**config.mk**
```make
export PLATFORM = sky130hd
export DESIGN_NAME = rgbps_step_regs
export DESIGN_NICKNAME = d
export VERILOG_FILES = /design/src/rgbps_pkg.sv /design/src/rgbps_step_regs.sv
export VERILOG_INCLUDE_DIRS = /design/src /design/src/src
export SDC_FILE = /design/constraint.sdc
export NUM_CORES = 2
export LEC_CHECK = 0
export CORE_MARGIN = 2
export CORE_UTILIZATION = 60
export DETAILED_ROUTE_END_ITERATION = 8
export DONT_BUFFER_PORTS = 1
export PLACE_DENSITY = 0.76
export SYNTH_ARGS = -nofsm -noshare
export SYNTH_HDL_FRONTEND = slang
export SYNTH_SLANG_ARGS = --single-unit
```
**constraint.sdc**
```tcl
create_clock -name sys_clk -period 88.9 [get_ports sys_clk]
set_input_delay 8.89 -clock sys_clk [delete_from_list [all_inputs] [get_ports sys_clk]]
set_output_delay 8.89 -clock sys_clk [all_outputs]
set_load 0.005 [all_outputs]
```
**src/rgbps_regs.svh**
```systemverilog
// Register map, tables and timing constants of the RGB pattern step store.
// Assumes a byte-wide internal register port behind the two-wire host link.
`ifndef RGBPS_REGS_SVH
`define RGBPS_REGS_SVH

`define RGBPS_SOFT_RESET_ADDR 8'h60
`define RGBPS_STEP_A_BASE 8'h50
`define RGBPS_STEP_B_BASE 8'h58
`define RGBPS_STEP_REG_RESET 8'h00

// Clock period and millisecond timebase
`define RGBPS_CLK_PERIOD_NS 40
`define RGBPS_MS_NS 1000000

// Intensity percent per code, code 0 in the low seven bits
`define RGBPS_LIN_PCT {7'h64, 7'h47, 7'h2e, 7'h20, 7'h15, 7'h0e, 7'h07, 7'h00}
`define RGBPS_LOG_PCT {7'h64, 7'h2e, 7'h15, 7'h0a, 7'h04, 7'h02, 7'h01, 7'h00}

// Step execution time in ms per code, code 0 lowest
`define RGBPS_EXEC_MS {12'hc4a, 12'hb85, 12'hac1, 12'h9fc, 12'h937, 12'h873, 12'h7ae, \
  12'h6e9, 12'h625, 12'h560, 12'h49c, 12'h3d7, 12'h312, 12'h24e, 12'h189, 12'h0c5}

// Colour transition time in ms per code, code 0 lowest
`define RGBPS_FADE_MS {12'hdd3, 12'h6ea, 12'h375, 12'h1ba, 12'h0dd, 12'h06e, 12'h037, 12'h000}

`endif

```
**src/rgbps_pkg.sv**
```systemverilog
// Types of the RGB pattern step store: register layouts and sequencer states.
// Assumes nothing of its surroundings.
package rgbps_pkg;

  typedef struct packed {
    logic [2:0] red;
    logic [2:0] green;
    logic [1:0] exec_hi;
  } rgbps_word_a_t;

  typedef struct packed {
    logic [1:0] exec_lo;
    logic [2:0] blue;
    logic [2:0] fade_time_code;
  } rgbps_word_b_t;

  typedef enum logic [1:0] {
    RGBPS_IDLE = 2'b00,
    RGBPS_FADE = 2'b01,
    RGBPS_HOLD = 2'b10
  } rgbps_state_t;

endpackage

```
**src/rgbps_step_regs.sv**
```systemverilog
// Pattern step registers, soft reset and the step sequencer with colour fades.
// Assumes a same-clock register port from the two-wire host slave and that
// curve_log and seq_run come from logic on sys_clk.
//
// Functional notes
// - Eight steps, each two 8-bit read-write registers, all bits clear on reset.
// - Red code is bits 7..5 of word A.
// - Green code is bits 4..2 of word A.
// - Blue code is bits 5..3 of word B.
// - Linear curve: codes give 0,7,14,21,32,46,71,100 percent of full scale.
// - Log curve: codes give 0,1,2,4,10,21,46,100 percent of full scale.
// - Execution time code: A bits 1..0 high, B bits 7..6 low.
// - Step lasts 197 ms for code 0 up to 3146 ms for code 15.
// - Fade time code in B bits 2..0: immediate, then 55 up to 3539 ms.
// - Any write to address 60h resets the whole device.
`timescale 1ns/1ps
`include "rgbps_regs.svh"

module rgbps_step_regs
  import rgbps_pkg::*;
#(
  parameter int TICK_CYCLES = `RGBPS_MS_NS / `RGBPS_CLK_PERIOD_NS
)
(
  input wire logic sys_clk,
  input wire logic rstn,
  input wire logic [7:0] reg_addr,
  input wire logic [7:0] reg_wdata,
  input wire logic reg_wr,
  output logic [7:0] reg_rdata,
  input wire logic curve_log,
  input wire logic seq_run,
  output logic [6:0] red_pct,
  output logic [6:0] green_pct,
  output logic [6:0] blue_pct,
  output logic [2:0] cur_step,
  output logic soft_reset_req
);

  if (TICK_CYCLES < 1 || TICK_CYCLES > 65536)
  begin : g_bad_tick
    $error("TICK_CYCLES must lie between one and the tick counter range");
  end

  ////////////////////////////////////////////////////////////////////////////
  // Register decode and storage

  rgbps_word_a_t word_a [8];
  rgbps_word_b_t word_b [8];
  logic clr;
  wire hit_a = reg_addr[7:3] == 5'(`RGBPS_STEP_A_BASE >> 3);
  wire hit_b = reg_addr[7:3] == 5'(`RGBPS_STEP_B_BASE >> 3);
  wire hit_rst = reg_addr == `RGBPS_SOFT_RESET_ADDR;
  wire [2:0] idx = reg_addr[2:0];
  wire [7:0] next_rdata = hit_a ? word_a[idx] : hit_b ? word_b[idx] : 8'h00;

  assign clr = !rstn || soft_reset_req;

  always_ff @(posedge sys_clk)
  begin
    soft_reset_req <= rstn && reg_wr && hit_rst;
    reg_rdata <= clr ? 8'h00 : next_rdata;
  end

  for (genvar i = 0; i < 8; i++)
  begin : g_step
    always_ff @(posedge sys_clk)
    begin
      if (clr)
      begin
        word_a[i] <= `RGBPS_STEP_REG_RESET;
        word_b[i] <= `RGBPS_STEP_REG_RESET;
      end
      else if (reg_wr && idx == 3'(i))
      begin
        if (hit_a)
          word_a[i] <= reg_wdata;
        if (hit_b)
          word_b[i] <= reg_wdata;
      end
    end
  end

  ////////////////////////////////////////////////////////////////////////////
  // Step field decode

  wire rgbps_word_a_t cur_a = word_a[cur_step];
  wire rgbps_word_b_t cur_b = word_b[cur_step];
  wire [3:0] exec_code = {cur_a.exec_hi, cur_b.exec_lo};
  wire [191:0] exec_tab = `RGBPS_EXEC_MS;
  wire [11:0] exec_ms = exec_tab[12 * int'(exec_code) +: 12];
  wire [95:0] fade_tab = `RGBPS_FADE_MS;
  wire [11:0] fade_ms = fade_tab[12 * int'(cur_b.fade_time_code) +: 12];
  wire [55:0] pct_tab = curve_log ? `RGBPS_LOG_PCT : `RGBPS_LIN_PCT;
  wire [2:0] code [3];
  assign code[0] = cur_a.red;
  assign code[1] = cur_a.green;
  assign code[2] = cur_b.blue;

  ////////////////////////////////////////////////////////////////////////////
  // Sequencer

  rgbps_state_t state;
  logic [15:0] tick_cnt;
  logic [11:0] step_ms;
  logic [6:0] prev [3];
  logic [6:0] level [3];
  logic [6:0] next_level [3];
  wire tick = tick_cnt == 16'(TICK_CYCLES - 1);
  wire step_done = tick && (13'(step_ms) + 13'h1 >= 13'(exec_ms));
  wire fade_done = step_ms >= fade_ms;

  always_ff @(posedge sys_clk)
  begin
    if (clr || state == RGBPS_IDLE || tick)
      tick_cnt <= 16'h0;
    else
      tick_cnt <= tick_cnt + 16'h1;
  end

  always_ff @(posedge sys_clk)
  begin
    if (clr || !seq_run)
    begin
      state <= RGBPS_IDLE;
      cur_step <= 3'h0;
      step_ms <= 12'h0;
    end
    else
    begin
      case (state)
        RGBPS_IDLE:
        begin
          state <= RGBPS_FADE;
          step_ms <= 12'h0;
        end
        RGBPS_FADE, RGBPS_HOLD:
        begin
          if (step_done)
          begin
            cur_step <= cur_step + 3'h1;
            step_ms <= 12'h0;
            state <= RGBPS_FADE;
          end
          else
          begin
            if (tick)
              step_ms <= step_ms + 12'h1;
            if (state == RGBPS_FADE && fade_done)
              state <= RGBPS_HOLD;
          end
        end
        default:
          state <= RGBPS_IDLE;
      endcase
    end
  end

  for (genvar c = 0; c < 3; c++)
  begin : g_chan
    wire [6:0] tgt = pct_tab[7 * int'(code[c]) +: 7];
    wire signed [7:0] diff = $signed({1'b0, tgt}) - $signed({1'b0, prev[c]});
    wire signed [20:0] prod = diff * $signed({1'b0, step_ms});
    wire signed [20:0] quot = prod / $signed({9'h0, fade_ms});
    wire [6:0] ramp = 7'(prev[c] + 7'(quot));
    assign next_level[c] = (state == RGBPS_FADE && !fade_done) ? ramp :
                           (state == RGBPS_IDLE) ? 7'h0 : tgt;

    always_ff @(posedge sys_clk)
    begin
      if (clr)
      begin
        prev[c] <= 7'h0;
        level[c] <= 7'h0;
      end
      else
      begin
        level[c] <= next_level[c];
        if (state == RGBPS_IDLE || step_done)
          prev[c] <= next_level[c];
      end
    end
  end

  assign red_pct = level[0];
  assign green_pct = level[1];
  assign blue_pct = level[2];

  ////////////////////////////////////////////////////////////////////////////
  // Assertions

  wire [6:0] pct_red_ref = pct_tab[7 * int'(cur_a.red) +: 7];
  wire [6:0] pct_grn_ref = pct_tab[7 * int'(cur_a.green) +: 7];
  wire [6:0] pct_blu_ref = pct_tab[7 * int'(cur_b.blue) +: 7];

  property p_soft_clear;
    @(posedge sys_clk) disable iff (!rstn)
    reg_wr && reg_addr == `RGBPS_SOFT_RESET_ADDR |=> soft_reset_req ##1
      (word_a[0] == 8'h00 && word_b[7] == 8'h00 && state == RGBPS_IDLE);
  endproperty
  a_soft_clear: assert property (p_soft_clear) else $error("soft reset did not clear");

  property p_write_store;
    @(posedge sys_clk) disable iff (!rstn)
    reg_wr && reg_addr == `RGBPS_STEP_A_BASE && !soft_reset_req |=> word_a[0] == $past(reg_wdata);
  endproperty
  a_write_store: assert property (p_write_store) else $error("word A not stored");

  property p_red_hold;
    @(posedge sys_clk) disable iff (!rstn)
    state == RGBPS_HOLD && $stable(cur_step) && $stable(curve_log) && $past(state) == RGBPS_HOLD
      |-> red_pct == $past(pct_red_ref);
  endproperty
  a_red_hold: assert property (p_red_hold) else $error("red level mismatch");

  property p_green_hold;
    @(posedge sys_clk) disable iff (!rstn)
    state == RGBPS_HOLD && $stable(cur_step) && $stable(curve_log) && $past(state) == RGBPS_HOLD
      |-> green_pct == $past(pct_grn_ref);
  endproperty
  a_green_hold: assert property (p_green_hold) else $error("green level mismatch");

  property p_blue_hold;
    @(posedge sys_clk) disable iff (!rstn)
    state == RGBPS_HOLD && $stable(cur_step) && $stable(curve_log) && $past(state) == RGBPS_HOLD
      |-> blue_pct == $past(pct_blu_ref);
  endproperty
  a_blue_hold: assert property (p_blue_hold) else $error("blue level mismatch");

  property p_lin_value;
    @(posedge sys_clk) disable iff (!rstn)
    state == RGBPS_HOLD && !curve_log && cur_a.red == 3'h5 && !step_done
      |=> red_pct == 7'h2e;
  endproperty
  a_lin_value: assert property (p_lin_value) else $error("linear 101 not 46 percent");

  property p_log_value;
    @(posedge sys_clk) disable iff (!rstn)
    state == RGBPS_HOLD && curve_log && cur_a.red == 3'h4 && !step_done
      |=> red_pct == 7'h0a;
  endproperty
  a_log_value: assert property (p_log_value) else $error("log 100 not 10 percent");

  property p_step_length;
    @(posedge sys_clk) disable iff (!rstn || soft_reset_req)
    state != RGBPS_IDLE && seq_run && cur_step != $past(cur_step)
      |-> $past(step_ms) + 12'h1 == $past(exec_ms);
  endproperty
  a_step_length: assert property (p_step_length) else $error("step ended early or late");

  property p_fade_instant;
    @(posedge sys_clk) disable iff (!rstn)
    state == RGBPS_FADE && cur_b.fade_time_code == 3'h0 && seq_run && !step_done
      |=> state == RGBPS_HOLD;
  endproperty
  a_fade_instant: assert property (p_fade_instant) else $error("zero fade not immediate");

  property p_hold_after_fade;
    @(posedge sys_clk) disable iff (!rstn)
    state == RGBPS_HOLD |-> step_ms >= fade_ms;
  endproperty
  a_hold_after_fade: assert property (p_hold_after_fade) else $error("hold before fade end");

  c_fade_to_hold: cover property (@(posedge sys_clk) state == RGBPS_FADE ##1 state == RGBPS_HOLD);
  c_step_wrap: cover property (@(posedge sys_clk) cur_step == 3'h7 ##1 cur_step == 3'h0);
  c_soft_reset: cover property (@(posedge sys_clk) soft_reset_req);
  c_log_hold: cover property (@(posedge sys_clk) curve_log && state == RGBPS_HOLD);

endmodule // rgbps_step_regs

```
# Word level (Yosys, flattened, before mapping)
# Memories as Yosys holds them, arrays and structs flattened. A register that Yosys moved wholly into a read port is not among the register bits.
# Index checks and enable logic that the tools add are counted.
# totals
register_bits,42
ram_bits,170
in_bits,21
out_inout_bits,33
word_cells,199
mem_count,4
# memory_table
memory,words,width,read_ports,rd_clocked_by_memory_dff,wr,line,rtl
word_a,8,8,2,1,8,rgbps_step_regs.sv:48,rgbps_word_a_t word_a [8];
word_b,8,8,2,1,8,rgbps_step_regs.sv:49,rgbps_word_b_t word_b [8];
level,3,7,3,0,3,rgbps_step_regs.sv:107,logic [6:0] level [3];
prev,3,7,3,0,3,rgbps_step_regs.sv:106,logic [6:0] prev [3];
# classes
n_addsub,10
multipliers,8
div,3
magnitude_cmp,2
n_eq_ne,15
shift,5
muxes,97
n_bitwise,22
reduce_logical,27
# ops
cell,n
"indexed part select 192 x 9 -> 12 bit, first input constant",1
indexed part select 56 x 7 -> 7 bit,3
2-to-1 mux 8 bit,18
"indexed part select 96 x 8 -> 12 bit, first input constant",1
2-to-1 mux 7 bit,12
divider 21 x 13 -> 21 bit,3
multiplier 8 x 13 -> 21 bit,3
2-to-1 mux 1 bit,56
2-to-1 mux 49 bit,1
2-to-1 mux 12 bit,2
case mux 12 bit (2 select lines),1
subtractor 7 x 7 -> 8 bit,3
OR 1 bit,22
adder 7 bit,3
"multiplier 3 x 3 -> 6 bit, first input constant",3
"adder 16 x 1 -> 16 bit, second input constant",1
"== test 16 x 15 -> 1 bit, second input constant",1
"adder 12 x 1 -> 13 bit, second input constant",1
>= comparator 13 x 12 -> 1 bit,1
logical AND 1 bit,13
"adder 12 x 1 -> 12 bit, second input constant",1
"== test 3 bit, second input constant",4
>= comparator 12 bit,1
2-to-1 mux 3 bit,4
other kinds (19),30

# Longest topological paths before layout
# logic_depth
depth_word,9
mapped_depth,308
ltp_nobuf,288

# Worst setup path after synthesis
# OpenSTA, ideal clock, no wires.
# synth_timing
path_type,input to register
start,in curve_log
end,"mem prev[2][6], data pin"
setup_time_ps,270
t_arrival_ps,64130
t_required_ps,88630
slack_ps,24500
cell_stages,274
n_path_buf,21
cell_sequence,inv_1 -> ha_1 -> mux2i_1 -> nand2_1 -> o21ai_0 -> inv_1 -> ha_1 -> nor2b_1 -> o21ai_0 -> nand2b_1 -> a21o_1 -> a21o_1 -> a21o_1 -> a21o_1 -> clkbuf_1 -> inv_1 -> nand2_1 -> fa_1 -> [... 238 more ...] -> o21ai_0 -> nand2_1 -> nor3_1 -> ha_1 -> inv_1 -> nand2_1 -> xnor2_1 -> ha_1 -> nor2b_1 -> o21ai_0 -> nand2b_1 -> a21o_1 -> a21oi_1 -> xnor2_1 -> xnor2_1 -> xnor2_1 -> a21oi_1 -> nor3_1
# synth_lines
element,line,rtl
"start, declared",rgbps_step_regs.sv:31,"input wire logic curve_log,"
"end, declared",rgbps_step_regs.sv:106,

==> metrics.txt <==
Ys Warns=0; main flop type after synthesis=edfxtp_1; Net count, final=7,796; total CTS buffers=23; number of synthesized register bits=215; Slowest cell on crit path=or4_1; Crit path top cell by count=o21a_1; fmax=approximately 0.014 GHz; clk buf depth=3; EDFF count, synth=between 100 and 150; vias after detailed routing=between 50,000 and 60,000; Worst Setup Path Type=in2reg; HP Class=reg2reg; crit share post-route=82.45%; post-cts gate resize count=0; status=completed; Final Instance Count excl. Fillers=~8,000; Die ar.=about 93,000 um2; Die Y=slightly above 300 um; worst skew pair latency=about 0.52 ns; Slew @ Worst Pin=roughly 1.3 ns; largest net degree at the start of global routing=64; initial antenna violation count=3; Seq/Total Area, Yosys=a little over a tenth; WL per Instance=19.62 um; post-synth cell types=roughly 110; Slew Limit Fails=0; Avg Vias per Cell=around 6.5; Post-synth top cells=ha_1 (822), nor2_1 (557), nand2_1 (491), inv_1 (427), nor3_1 (399); core area=~90,000 um2; Area growth, synth to finish=4.146%; first-pass GRT wire length=around 250,000 um; Synth async-reset ratio=0%; DRC Markers=0; Buffers on Ports=0; Avg Inst Size Synth=around 8 um2; H-tree depth=1; crit-path max FO=23; max_slew headroom=between 10% and 20%; DP Cell Count=7,915; Worst Min Path Start=tick_cnt[0]; placed instance area=55,960 um2; Pre-Repair DR Iteration Count=6; critical path startpoint category=input pin; initial detailed-routing violation count=about 4,500; Post-Syn Nets=7,895; Detailed Place HPWL=between 100,000 and 150,000 um; post-CTS setup buffers=0; Placer Congestion=0.9455; final wirelength=approximately 160,000 um; Hold Fails Final Rpt=0; CP max stage delay=approximately 0.87 ns; RSZ-0062 raised after global routing=no; top cell type's share of synthesized area=a little under a fifth; Ports=54; vias in the first global route=around 49,000; Root Buffer=clkbuf_16; area leader, netlist=ha_1; Initial Util=about three fifths; Final setup viols=0; Worst Path Required=89.25 ns; Worst Path Arrival=roughly 74 ns; slack of the critical path=15.60 ns; synth top area cells=ha_1 (19%), edfxtp_1 (8.2%), fa_1 (6.9%); layout cell share with drive strength beyond 1=about 7.4%; Die W=about 310 um; Syn Std Cell Area=between 50,000 and 60,000 um2; setup TNS=0 ns; FP Rows=110; Worst Setup SP=curve_log; pre-CTS setup slack=16.28 ns; count leader, synth=ha_1; Final ANT Viol Nets=0; Post-Syn Instances=approximately 6,900; Total GRT Usage=about a third; Post-CTS Hold Fix Bufs=0; max cap viols=0; TritonCTS clock tree=built; CTS Sinks=~220; crit end category=register; clock-pin slew on the worst setup and hold paths=around 0.060 ns; design area=56,760 um2; Final Skew=between 0.015 and 0.02 ns; total global routing overflow=0; Final min period=between 70 and 80 ns
## worst paths after layout
check        slack [ns]     endpoint  cells after the start
max               15.60   prev[1][6]                    265
min                0.46  tick_cnt[0]                      1
max reg2reg       22.08   prev[1][6]                    266
min reg2reg        0.46  tick_cnt[0]                      1
## critical path: cells and delay by family
kind            cells  cell delay, ns
xor+xnor            5            1.60
buf+inv            10            1.69
mux                 3            0.64
simple gates       61           14.41
fa+ha+maj          30            9.90
compound gates    156           36.39
## metal layers
| metal | vias to the layer above | share of wire, % | global-route usage (%) |
|---|---|---|---|
| met5 | - | 0.0083 | 0 |
| met3 | 298 | 7.7 | 4.548 |
| met1 | 24380 | 44 | 43.74 |
| met2 | 1881 | 45 | 54.20 |
| li1 | 24960 | - | - |
| met4 | 2 | 3.4 | 10.17 |
## area by class of cell
cell class                 count  area [um2]
antenna                        4       10.01
clock buffer                  32       660.6
clock inverter                 9       130.1
fill                        7976       33250
inverter                     430        1614
multi-input combinational   5995       46320
sequential                   215        5797
tap                         1176        1471
timing repair buffer          99       755.7
## through the flow
step	util, %	hold WS (ns)
floorplan	-	0.4175
global placement	62.17	0.4313
detailed placement	62.17	0.4505
CTS	63.05	0.4647
global route	63.05	0.5044
finish	63.06	0.4629
## cell usage in the layout (no fill, tap or decap), drive strengths merged, types with 101 or more instances in the layout
master / n
and2: 329
ha: 822
nor2b: 154
o21a: 310
mux2: 143
mux2i: 101
fa: 189
nor3: 402
nor2: 558
nand2: 492
xor2: 120
a21o: 183
o21ai: 314
a21oi: 385
edfxtp: 149
xnor2: 214
nand3: 101
inv: 430
nand2b: 102
o31ai: 114
## cells by family after synthesis
group	count (synthesis)	share of synthesized area, %
and+or+nand+nor	2531	23.58
AOI/OAI and AO/OA	1809	22.50
adders and majority gates	1012	25.83
buffers and inverters	653	4.578
xor gates and xnor gates	334	5.367
muxes	309	7.516
DFF	215	10.63
## flip-flops by register name, summed over array words and instances (netlist names), named ones only
register        flops
state               2
tick_cnt           16
word_a             64
step_ms            12
reg_rdata           8
cur_step            3
prev               21
level              21
word_b             64
soft_reset_req      1
Power is left out: the tool's default activity adds up to more than one toggle a clock period on the data nets, which glitch-free logic cannot reach.
